`config.mk`:
```
export PLATFORM = sky130hd
export DESIGN_NAME = tppwm_engine
export DESIGN_NICKNAME = d
export VERILOG_FILES = /design/src/tppwm_engine.v
export VERILOG_INCLUDE_DIRS = /design/src
export SDC_FILE = /design/constraint.sdc
export NUM_CORES = 2
export LEC_CHECK = 0
export BUFFER_PORTS_ARGS = -buffer_cell sky130_fd_sc_hd__buf_2
export CORE_MARGIN = 5
export CORE_UTILIZATION = 39
export DETAILED_ROUTE_END_ITERATION = 6
export GPL_ROUTABILITY_DRIVEN = 0
export SLEW_MARGIN = 20
export SYNTH_ARGS = -nofsm -noshare
export SYNTH_HDL_FRONTEND = slang
export SYNTH_SLANG_ARGS = --single-unit
```
`constraint.sdc`:
```
create_clock -name clock -period 12 [get_ports clock]
set_clock_uncertainty 0.05 [all_clocks]
set_input_delay 1.2 -clock clock [delete_from_list [all_inputs] [get_ports clock]]
set_output_delay 1.2 -clock clock [all_outputs]
set_load 0.02 [all_outputs]
```
`src/tppwm_defines.vh`:
```
// Purpose: Constants for the three-phase PWM engine.
// Assumes: 100 MHz system clock; register indexes are local to the motor register space.
// Notes:   Offsets are register indexes on the engine's own register port.
`ifndef TPPWM_DEFINES_VH
`define TPPWM_DEFINES_VH
`define TPPWM_REG_CARRIER_CONTROL 4'h0
`define TPPWM_REG_PERIOD_LOW      4'h1
`define TPPWM_REG_PERIOD_HIGH     4'h2
`define TPPWM_REG_DUTY_HIGH       4'h3
`define TPPWM_REG_DUTY_LOW        4'h4
`define TPPWM_REG_MOTOR_CONTROL   4'h5
`define TPPWM_REG_HALL_VALUE      4'h6
`define TPPWM_REG_LEAD_ANGLE      4'h7
`define TPPWM_REG_STATUS          4'h8
`define TPPWM_REG_PORT0_SELECT    4'h9
`define TPPWM_REG_USER_TABLE      4'hA
`define TPPWM_REG_WAVE_TABLE      4'hB
`define TPPWM_REG_DEBOUNCE        4'hC
`define TPPWM_SHAPE_UP            2'h0
`define TPPWM_SHAPE_DOWN          2'h1
`define TPPWM_SHAPE_UPDOWN        2'h2
`define TPPWM_CTL_DIR             0
`define TPPWM_CTL_HALL_REG        1
`define TPPWM_CTL_USER_TABLE      2
`define TPPWM_CTL_HALL_INVERT     3
`define TPPWM_CTL_AUTO_SINE       4
`define TPPWM_CTL_USER_WAVE       5
`define TPPWM_CTL_FORCE_SINE      6
`define TPPWM_PORT0_RESET         8'h00
`define TPPWM_PERIOD_RESET        11'h3FF
`define TPPWM_LOCK_EDGES          4'h6
`define TPPWM_BLANK_CYCLES        8'h20
`endif

```
`src/tppwm_engine.v`:
```
// Purpose: Carrier, square-wave, sine-wave, angle predictor and port-0 select.
// Assumes: Hall inputs are asynchronous; register port is on the system clock.
// Notes:   Phase order is hs1 hs2 hs3 ls1 ls2 ls3 in bits 0 to 5.
`timescale 1ns/1ps
`include "tppwm_defines.vh"
// Functional notes
// (RQ1) Carrier counts up, down or up-down by the shape field.
// (RQ2) Up-down period is prescale times postscale times period times two.
// (RQ3) Up or down period is prescale times postscale times period.
// (RQ4) Square wave follows Hall pins or Hall register; direction picks table half.
// (RQ5) Hall code zero or seven drives all six outputs low.
// (RQ6) Direction one uses its fixed commutation table.
// (RQ7) Direction zero uses its fixed commutation table.
// (RQ8) P gives PWM, complement entry gives inverse, 1 and 0 are constants.
// (RQ9) A user square-wave table can replace the default table.
// (RQ10) Square-wave duty is the 11-bit high and low duty parts.
// (RQ11) Sine wave uses space vector modulation from built-in or user waveform.
// (RQ12) Sine-wave duty comes from the duty high part only.
// (RQ13) Start in square wave, switch to sine once angle prediction locks.
// (RQ14) Sine outputs follow estimated angle, direction sets phase order.
// (RQ15) Hall inputs are debounced, blanked, regulated and optionally inverted.
// (RQ16) A programmable leading angle is added to estimated position.
// (RQ17) Port-0 select bit 0 routes phase output, 1 routes general I/O.
// (RQ18) Port-0 select resets to zero so pins carry phase outputs.
// (RQ19) Settings live in motor register space reached by register port.
// (RQ20) Hall error turns all outputs off until the error clears.
// (RQ21) Output mux selects square or sine outputs by active mode.
// (RQ22) Counter advances per scaled tick; PWM high while counter below duty.
module tppwm_engine (
    input  wire        clock,
    input  wire        resetn,
    input  wire        reg_write,
    input  wire        reg_read,
    input  wire [3:0]  reg_index,
    input  wire [7:0]  reg_wdata,
    output reg  [7:0]  reg_rdata,
    input  wire [2:0]  hall_pins,
    input  wire [5:0]  gpio_out,
    output wire [5:0]  port0_pins,
    output wire        sine_active,
    output wire        hall_error
);
    reg  [7:0]  carrier_control_reg;
    reg  [10:0] carrier_period;
    reg  [7:0]  duty_high_part;
    reg  [2:0]  duty_low_part;
    reg  [7:0]  motor_control;
    reg  [2:0]  hall_value;
    reg  [7:0]  lead_angle;
    reg  [7:0]  port_zero_function_select;
    reg  [7:0]  debounce_len;
    reg  [5:0]  user_table [0:15];
    reg  [7:0]  user_wave [0:63];
    reg  [2:0]  tbl_ptr;
    reg  [5:0]  wave_ptr;
    integer     i;
    wire [1:0]  carrier_shape_select = carrier_control_reg[1:0];
    wire [1:0]  carrier_prescale     = carrier_control_reg[3:2];
    wire [2:0]  carrier_postscale    = carrier_control_reg[6:4];
    wire        rotation_direction   = motor_control[`TPPWM_CTL_DIR];
    // Register writes, all settings in motor register space.
    always @(posedge clock) begin
        if (!resetn) begin
            carrier_control_reg       <= 8'h00;
            carrier_period            <= `TPPWM_PERIOD_RESET;
            duty_high_part            <= 8'h00;
            duty_low_part             <= 3'h0;
            motor_control             <= 8'h10;
            hall_value                <= 3'h0;
            lead_angle                <= 8'h00;
            port_zero_function_select <= `TPPWM_PORT0_RESET; // RQ18
            debounce_len              <= 8'h04;
            tbl_ptr                   <= 3'h0;
            wave_ptr                  <= 6'h00;
            for (i = 0; i < 16; i = i + 1) begin
                user_table[i] <= 6'h00;
            end
        end else if (reg_write) begin
            case (reg_index) // RQ19
                `TPPWM_REG_CARRIER_CONTROL: carrier_control_reg <= reg_wdata;
                `TPPWM_REG_PERIOD_LOW:  carrier_period[7:0]  <= reg_wdata;
                `TPPWM_REG_PERIOD_HIGH: carrier_period[10:8] <= reg_wdata[2:0];
                `TPPWM_REG_DUTY_HIGH:   duty_high_part <= reg_wdata;
                `TPPWM_REG_DUTY_LOW:    duty_low_part  <= reg_wdata[2:0];
                `TPPWM_REG_MOTOR_CONTROL: motor_control <= reg_wdata;
                `TPPWM_REG_HALL_VALUE:  hall_value <= reg_wdata[2:0];
                `TPPWM_REG_LEAD_ANGLE:  lead_angle <= reg_wdata;
                `TPPWM_REG_PORT0_SELECT: port_zero_function_select <= reg_wdata; // RQ17
                `TPPWM_REG_DEBOUNCE:    debounce_len <= reg_wdata;
                `TPPWM_REG_USER_TABLE: begin
                    user_table[{rotation_direction, tbl_ptr}] <= reg_wdata[5:0]; // RQ9
                    tbl_ptr <= tbl_ptr + 3'h1;
                end
                `TPPWM_REG_WAVE_TABLE: begin
                    wave_ptr <= wave_ptr + 6'h01;
                end
                default: begin
                end
            endcase
        end
    end
    always @(posedge clock) begin
        if (reg_write && reg_index == `TPPWM_REG_WAVE_TABLE) begin
            user_wave[wave_ptr] <= reg_wdata; // RQ11
        end
    end
    // Carrier prescale, postscale and counter.
    reg  [1:0]  pre_cnt;
    reg  [2:0]  post_cnt;
    reg  [10:0] saw;
    reg         saw_down;
    wire [1:0]  pre_lim  = (carrier_prescale == 2'h0) ? 2'h0 : carrier_prescale - 2'h1;
    wire [2:0]  post_lim = (carrier_postscale == 3'h0) ? 3'h0 : carrier_postscale - 3'h1;
    wire        pre_tick = (pre_cnt >= pre_lim);
    wire        tick     = pre_tick && (post_cnt >= post_lim);
    wire [10:0] per_m1   = (carrier_period == 11'h000) ? 11'h000 : carrier_period - 11'h001;
    reg         cycle_start;
    always @(posedge clock) begin
        if (!resetn) begin
            pre_cnt     <= 2'h0;
            post_cnt    <= 3'h0;
            saw         <= 11'h000;
            saw_down    <= 1'b0;
            cycle_start <= 1'b0;
        end else begin
            pre_cnt     <= pre_tick ? 2'h0 : pre_cnt + 2'h1;
            post_cnt    <= tick ? 3'h0 : (pre_tick ? post_cnt + 3'h1 : post_cnt);
            cycle_start <= 1'b0;
            if (tick) begin // RQ22
                case (carrier_shape_select) // RQ1
                    `TPPWM_SHAPE_DOWN: begin // RQ3
                        saw <= (saw == 11'h000) ? per_m1 : saw - 11'h001;
                        cycle_start <= (saw == 11'h000);
                    end
                    `TPPWM_SHAPE_UPDOWN: begin // RQ2
                        if (!saw_down && saw >= carrier_period) begin
                            saw_down <= 1'b1;
                            saw      <= saw - 11'h001;
                        end else if (saw_down && saw == 11'h000) begin
                            saw_down    <= 1'b0;
                            saw         <= 11'h001;
                            cycle_start <= 1'b1;
                        end else begin
                            saw <= saw_down ? saw - 11'h001 : saw + 11'h001;
                        end
                    end
                    default: begin // RQ3
                        saw <= (saw >= per_m1) ? 11'h000 : saw + 11'h001;
                        cycle_start <= (saw >= per_m1);
                    end
                endcase
            end
        end
    end
    // Hall filter: sync, invert, debounce, blank, regulate.
    reg  [2:0]  hall_s1;
    reg  [2:0]  hall_s2;
    reg  [2:0]  hall_cand;
    reg  [7:0]  stable_cnt;
    reg  [7:0]  blank_cnt;
    reg  [2:0]  hall_filt;
    wire [2:0]  hall_inv = hall_s2 ^ {3{motor_control[`TPPWM_CTL_HALL_INVERT]}};
    always @(posedge clock) begin
        if (!resetn) begin
            hall_s1    <= 3'h0;
            hall_s2    <= 3'h0;
            hall_cand  <= 3'h0;
            stable_cnt <= 8'h00;
            blank_cnt  <= 8'h00;
            hall_filt  <= 3'h0;
        end else begin
            hall_s1 <= hall_pins;
            hall_s2 <= hall_s1;
            if (hall_inv != hall_cand) begin // RQ15
                hall_cand  <= hall_inv;
                stable_cnt <= 8'h00;
            end else if (stable_cnt < debounce_len) begin
                stable_cnt <= stable_cnt + 8'h01;
            end
            if (blank_cnt != 8'h00) begin
                blank_cnt <= blank_cnt - 8'h01;
            end else if (stable_cnt >= debounce_len && hall_cand != hall_filt) begin
                hall_filt <= hall_cand;
                blank_cnt <= `TPPWM_BLANK_CYCLES;
            end
        end
    end
    wire [2:0] hall_code = motor_control[`TPPWM_CTL_HALL_REG] ? hall_value : hall_filt; // RQ4
    assign hall_error = (hall_code == 3'h0) || (hall_code == 3'h7);
    // Angle predictor: sector from Hall, interpolate by sector period.
    reg  [2:0]  sector;
    always @* begin
        case (hall_code)
            3'h1: sector = 3'h0;
            3'h3: sector = 3'h1;
            3'h2: sector = 3'h2;
            3'h6: sector = 3'h3;
            3'h4: sector = 3'h4;
            3'h5: sector = 3'h5;
            default: sector = 3'h0;
        endcase
    end
    reg  [2:0]  last_sector;
    reg  [19:0] sect_timer;
    reg  [19:0] sect_period;
    reg  [19:0] step_acc;
    reg  [5:0]  sub_angle;
    reg  [3:0]  lock_cnt;
    always @(posedge clock) begin
        if (!resetn) begin
            last_sector <= 3'h0;
            sect_timer  <= 20'h0_0000;
            sect_period <= 20'hF_FFFF;
            step_acc    <= 20'h0_0000;
            sub_angle   <= 6'h00;
            lock_cnt    <= 4'h0;
        end else if (hall_error) begin
            lock_cnt <= 4'h0;
        end else if (sector != last_sector) begin
            last_sector <= sector;
            sect_period <= sect_timer;
            sect_timer  <= 20'h0_0000;
            step_acc    <= 20'h0_0000;
            sub_angle   <= 6'h00;
            if (lock_cnt != `TPPWM_LOCK_EDGES) begin
                lock_cnt <= lock_cnt + 4'h1;
            end
        end else begin
            if (sect_timer != 20'hF_FFFF) begin
                sect_timer <= sect_timer + 20'h0_0001;
            end
            if (step_acc + 20'h0_0040 >= sect_period) begin
                step_acc <= 20'h0_0000;
                if (sub_angle != 6'h3F) begin
                    sub_angle <= sub_angle + 6'h01;
                end
            end else begin
                step_acc <= step_acc + 20'h0_0040;
            end
        end
    end
    wire [8:0] raw_angle = {sector, 6'h00} + {3'h0, sub_angle};
    wire [9:0] lead_sum  = {1'b0, raw_angle} + {2'b00, lead_angle}; // RQ16
    wire [8:0] angle     = (lead_sum >= 10'd384) ? lead_sum[8:0] - 9'd384 : lead_sum[8:0];
    assign sine_active = motor_control[`TPPWM_CTL_FORCE_SINE] ||
                         (motor_control[`TPPWM_CTL_AUTO_SINE] &&
                          lock_cnt == `TPPWM_LOCK_EDGES); // RQ13
    // Modulated signals.
    wire [10:0] sq_duty   = {duty_high_part, duty_low_part}; // RQ10
    wire [10:0] sine_amp  = {duty_high_part, 3'h0}; // RQ12
    wire        pwm_sq    = (saw < sq_duty); // RQ22
    // Default square-wave table; entry code 0=zero 1=one 2=P 3=Pb.
    reg  [11:0] def_row;
    always @* begin
        case ({rotation_direction, hall_code})
            4'b1_001: def_row = 12'b00_01_11_00_00_10; // RQ6
            4'b1_011: def_row = 12'b11_01_00_10_00_00;
            4'b1_010: def_row = 12'b11_00_01_10_00_00;
            4'b1_110: def_row = 12'b00_11_01_00_10_00;
            4'b1_100: def_row = 12'b01_11_00_00_10_00;
            4'b1_101: def_row = 12'b01_00_11_00_00_10;
            4'b0_101: def_row = 12'b11_00_01_10_00_00; // RQ7
            4'b0_100: def_row = 12'b11_01_00_10_00_00;
            4'b0_110: def_row = 12'b00_01_11_00_00_10;
            4'b0_010: def_row = 12'b01_00_11_00_00_10;
            4'b0_011: def_row = 12'b01_11_00_00_10_00;
            4'b0_001: def_row = 12'b00_11_01_00_10_00;
            default:  def_row = 12'h000; // RQ5
        endcase
    end
    // User table: per output, bit g enables PWM, else the output is held low.
    wire [5:0] user_row = user_table[{rotation_direction, sector}];
    wire [5:0] sq_out;
    wire [5:0] sv_out;
    wire [8:0] ph_off [0:2];
    assign ph_off[0] = 9'd0;
    assign ph_off[1] = rotation_direction ? 9'd128 : 9'd256; // RQ14
    assign ph_off[2] = rotation_direction ? 9'd256 : 9'd128;
    genvar g;
    generate
        for (g = 0; g < 6; g = g + 1) begin : g_phase
            wire [1:0] ent = def_row[2*g+1:2*g];
            wire def_bit = (ent == 2'd2) ? pwm_sq : (ent == 2'd3) ? ~pwm_sq : ent[0]; // RQ8
            wire use_bit = user_row[g] ? pwm_sq : 1'b0;
            assign sq_out[g] = (motor_control[`TPPWM_CTL_USER_TABLE] && !hall_error) ?
                               use_bit : def_bit;
        end
        for (g = 0; g < 3; g = g + 1) begin : g_sine
            wire [9:0] s0 = {1'b0, angle} + {1'b0, ph_off[g]};
            wire [8:0] a  = (s0 >= 10'd384) ? s0[8:0] - 9'd384 : s0[8:0];
            wire [7:0] tri_v = (a < 9'd192) ? a[7:0] + 8'd32 : 8'd224 - (a[7:0] - 8'd192);
            wire [7:0] shape = motor_control[`TPPWM_CTL_USER_WAVE] ?
                               user_wave[a[8:3]] : tri_v;
            wire [18:0] prod = shape * sine_amp;
            wire pwm_ph = (saw < prod[18:8]); // RQ11
            assign sv_out[g]     = pwm_ph;
            assign sv_out[g + 3] = ~pwm_ph;
        end
    endgenerate
    reg [5:0] phase_out;
    always @(posedge clock) begin
        if (!resetn) begin
            phase_out <= 6'h00;
        end else if (hall_error) begin
            phase_out <= 6'h00; // RQ20
        end else begin
            phase_out <= sine_active ? sv_out : sq_out; // RQ21
        end
    end
    // Pin order bit0..5: hs1 ls1 hs2 ls2 hs3 ls3.
    wire [5:0] pin_phase = {phase_out[5], phase_out[2], phase_out[4],
                            phase_out[1], phase_out[3], phase_out[0]};
    generate
        for (g = 0; g < 6; g = g + 1) begin : g_pin
            assign port0_pins[g] = port_zero_function_select[g + 2] ?
                                   gpio_out[g] : pin_phase[g]; // RQ17
        end
    endgenerate
    always @(posedge clock) begin
        if (!resetn) begin
            reg_rdata <= 8'h00;
        end else if (reg_read) begin
            case (reg_index)
                `TPPWM_REG_CARRIER_CONTROL: reg_rdata <= carrier_control_reg;
                `TPPWM_REG_PERIOD_LOW:  reg_rdata <= carrier_period[7:0];
                `TPPWM_REG_PERIOD_HIGH: reg_rdata <= {5'h00, carrier_period[10:8]};
                `TPPWM_REG_DUTY_HIGH:   reg_rdata <= duty_high_part;
                `TPPWM_REG_DUTY_LOW:    reg_rdata <= {5'h00, duty_low_part};
                `TPPWM_REG_MOTOR_CONTROL: reg_rdata <= motor_control;
                `TPPWM_REG_HALL_VALUE:  reg_rdata <= {5'h00, hall_value};
                `TPPWM_REG_LEAD_ANGLE:  reg_rdata <= lead_angle;
                `TPPWM_REG_STATUS: reg_rdata <= {2'h0, saw_down, sine_active,
                                                 hall_error, hall_code};
                `TPPWM_REG_PORT0_SELECT: reg_rdata <= port_zero_function_select;
                `TPPWM_REG_DEBOUNCE:    reg_rdata <= debounce_len;
                default: reg_rdata <= 8'h00;
            endcase
        end
    end
endmodule // tppwm_engine

```
==> key figures <==
Outcome
  • Status: finished clean

Critical path
  • Crit path capture type: flip-flop
  • Worst path max stage delay: 0.57 ns
  • Flop2flop setup slack: 0.58 ns
  • Largest delay share family, worst path: adder cells
  • CP startpoint kind: flip-flop
  • Crit Path Category: flip-flop to flip-flop
  • Slowest-stage cell, CP: fa_1
  • Worst Path Max Fanout: 13
  • Crit path DAT: 11.99 ns
  • WP buf/inv: 6
  • Most frequent CP cell: ha_1
  • Data required, critical path: 12.57 ns

Timing
  • RSZ-0062 raised after global routing: false
  • Post-route setup TNS: 0 ns
  • Final Hold Vio Count: 0
  • Max frequency: 0.0876 GHz
  • Post-layout min period: 11.42 ns
  • Pins Over Slew Limit: 0
  • Final critical-path share of the clock period: 95.1%
  • Slew @ Worst Pin: 1.10 ns
  • Rel. slew slack: 26.4%
  • Finish-stage setup viols: 0

Yosys
  • EDFF count, synth: 608
  • Number of distinct library cells after synthesis: 102
  • Register area share after synthesis: 49.9%
  • Post-synth ARST share: 0%
  • Cell Area, Synth: 0.0447 sq mm
  • Syn_nets: 4116
  • Synthesized area per cell: 11.9 sq um
  • Yosys reg bits: 808
  • Ys Warns: 0
  • Dominant synthesized flop cell: edfxtp_1
  • Synth Instances: 3747

Placement
  • DP Area: 0.0466 sq mm
  • # port buffers: 40
  • HPWL Detailed: 76900 um

Global routing
  • Congestion Overflow GR: 0
  • GRT Max-Usage Layer: met2
  • Total track usage: 18.5%
  • Number of global-route vias before repair: 28.9k
  • Initial antenna violation count: 1
  • Largest net degree at the start of global routing: 100
  • Global-route wire length before repair: 177000 um
  • Grt met1 use: 26.7%
  • M3 GR Usage: 2.73%
  • Met2 usage: 29.7%

Layout
  • Final instance area: 0.0495 sq mm
  • Share of cells above drive strength 1: 12.5%
  • Area of the multi-input gates: 0.0209 sq mm
  • ANT cells: 0
  • Largest reg by FF count: user_wave
  • Max reg flops: 512
  • Fill cells: 10.5k
  • Final #Nets: 4133
  • Most common cell after layout, fill and taps aside: edfxtp_1
  • Area grow syn2layout: 10.7%
  • Register area: 0.0223 sq mm
  • Fin util: 43.4%
  • Largest registers: user_wave (512), user_table (96)
  • Commonest cells after routing, fill and taps aside: edfxtp_1 (608), nor2_1 (375), nand2_1 (315)

CTS
  • CTS tree: yes
  • Clock latency on the worst-skew pair: 0.67 ns
  • Clock Root Buffer: clkbuf_16
  • H-tree depth: 3
  • CTS clock-pin slew for the worst setup and hold paths: 0.07 ns
  • Clock Path Buffers: 3
  • TritonCTS buffer count: 88
  • Sink Count: 808

Floorplanning
  • DIE AREA: 0.121 sq mm
  • Core footprint: 0.114 sq mm
  • FP Rows: 124
  • Die extent in x: 348 um
  • Floorplan die height: 348 um
  • Initial Util: 39.2%
  • Ports: 41

Power and ir drop
  • Sw Share: 23.6%
  • Flop pwr share: 50.4%
  • Total Power: 6070 uW
  • Sw Pwr: 1430 uW
  • Pwr/cell area: 123 mW/mm^2
  • Leak: 0.0187 uW
  • Combinational share of power: 6.4%
  • Maximum vdd drop: 0.000102 V
  • Internal power: 4640 uW
  • Clock power frac: 43.2%

Routing
  • Antenna Nets Post-Route: 0
  • Pre-Repair DR Iteration Count: 7
  • DR vias/cell: 5.47
  • Routed len/inst: 21.3 um
  • Detailed-route DRC error count: 0
  • Starting DRT DRC Count: 2532
  • Post-Route WL: 114000 um
  • Vias: 29.3k

Hold path
  • Min-delay worst type: flip-flop to flip-flop

Flow run
  • Number of max-cap violations: 0
## cell type report
class,instances,area share [%]
Sequential cell,808,45.0
Multi-Input combinational cell,2525,42.2
Clock buffer,104,4.64
Tap cell,1512,3.83
Inverter,232,1.77
Timing Repair Buffer,109,1.53
Clock inverter,60,0.984
## cell usage after synthesis, drive strengths merged (46+ instances only)
master	instances	area, sq um
mux4	157	3540
fa	108	2160
ha	236	2950
a211oi	48	378
mux2i	135	1360
xnor2	69	631
and2	202	1270
a31oi	50	313
inv	228	856
nor2	376	1410
nand3	85	425
clkbuf	140	526
a21oi	126	646
nand2b	46	288
edfxtp	608	18300
o21ai	90	454
xor2	70	632
nand2	315	1180
dfxtp	200	4000
## per-stage QoR
stage | std cells | hold WS (ns) | setup WS, ns
floorplan | 3747 | 0.362 | 1.55
global placement | 5186 | 0.373 | 0.422
detailed placement | 5186 | 0.381 | 0.194
CTS | 5350 | 0.399 | 0.150
global route | 5350 | 0.407 | 0.0216
finish | 5350 | 0.391 | 0.583
## final timing paths
| kind | start | end | cells past startpoint |
|---|---|---|---|
| max reg2reg | motor_control[1]$_SDFFE_PN0P_ | phase_out[1]$_SDFF_PP0_ | 38 |
| min | hall_s1[0]$_SDFF_PN0_ | hall_s2[0]$_SDFF_PN0_ | 1 |
| min reg2reg | hall_s1[0]$_SDFF_PN0_ | hall_s2[0]$_SDFF_PN0_ | 1 |
| max | motor_control[1]$_SDFFE_PN0P_ | phase_out[1]$_SDFF_PP0_ | 38 |
## layer usage
metal | part of all wire, % | vias up | wire [um]
li1 | - | 13600 | -
met1 | 46 | 14700 | 51800
met2 | 46 | 873 | 52600
met3 | 6.1 | 149 | 6980
met4 | 2.1 | 0 | 2380
met5 | 0 | - | 0
## timing repair
item | 4_1_cts | 5_1_grt
setup buffers | 0 | 0
hold buffers | 0 | 0
gates resized for setup | 0 | 14
setup endpoints to repair | 0 | 6
## power groups by stage
stage	Sequential [uW]	Combinational, uW	Clock (uW)
after global placement	3120	381	0
after CTS	3060	388	2670
final	3060	391	2620
after floorplan	3110	255	0
after global routing	3060	433	2800
after detailed placement	3120	387	0
## kinds of logic (layout without fill, tap and decap cells)
logic type               count (synthesis)  in the layout  synth area share (%)
buffers and inverters                  414            505                  3.63
AND/OR/NAND/NOR                       1208           1208                  12.9
flip-flops                             808            808                  49.9
adder cells (fa/ha/maj)                346            346                  11.5
AO/OA/AOI/OAI                          520            520                  7.87
XOR/XNOR                               139            139                  2.83
multiplexers                           312            312                  11.5
## worst register-to-register path, delay by kind of cell, from the launching register on
| family | cells | cell delay, ns |
|---|---|---|
| XOR/XNOR | 1 | 0.12 |
| multiplexers | 3 | 1.30 |
| adder cells (fa/ha/maj) | 11 | 4.36 |
| AO/OA/AOI/OAI | 12 | 3.12 |
| buffers and inverters | 6 | 0.84 |
| flip-flops | 1 | 0.49 |
| AND/OR/NAND/NOR | 5 | 1.05 |
Note: power is estimated with default switching activity, not from simulation.
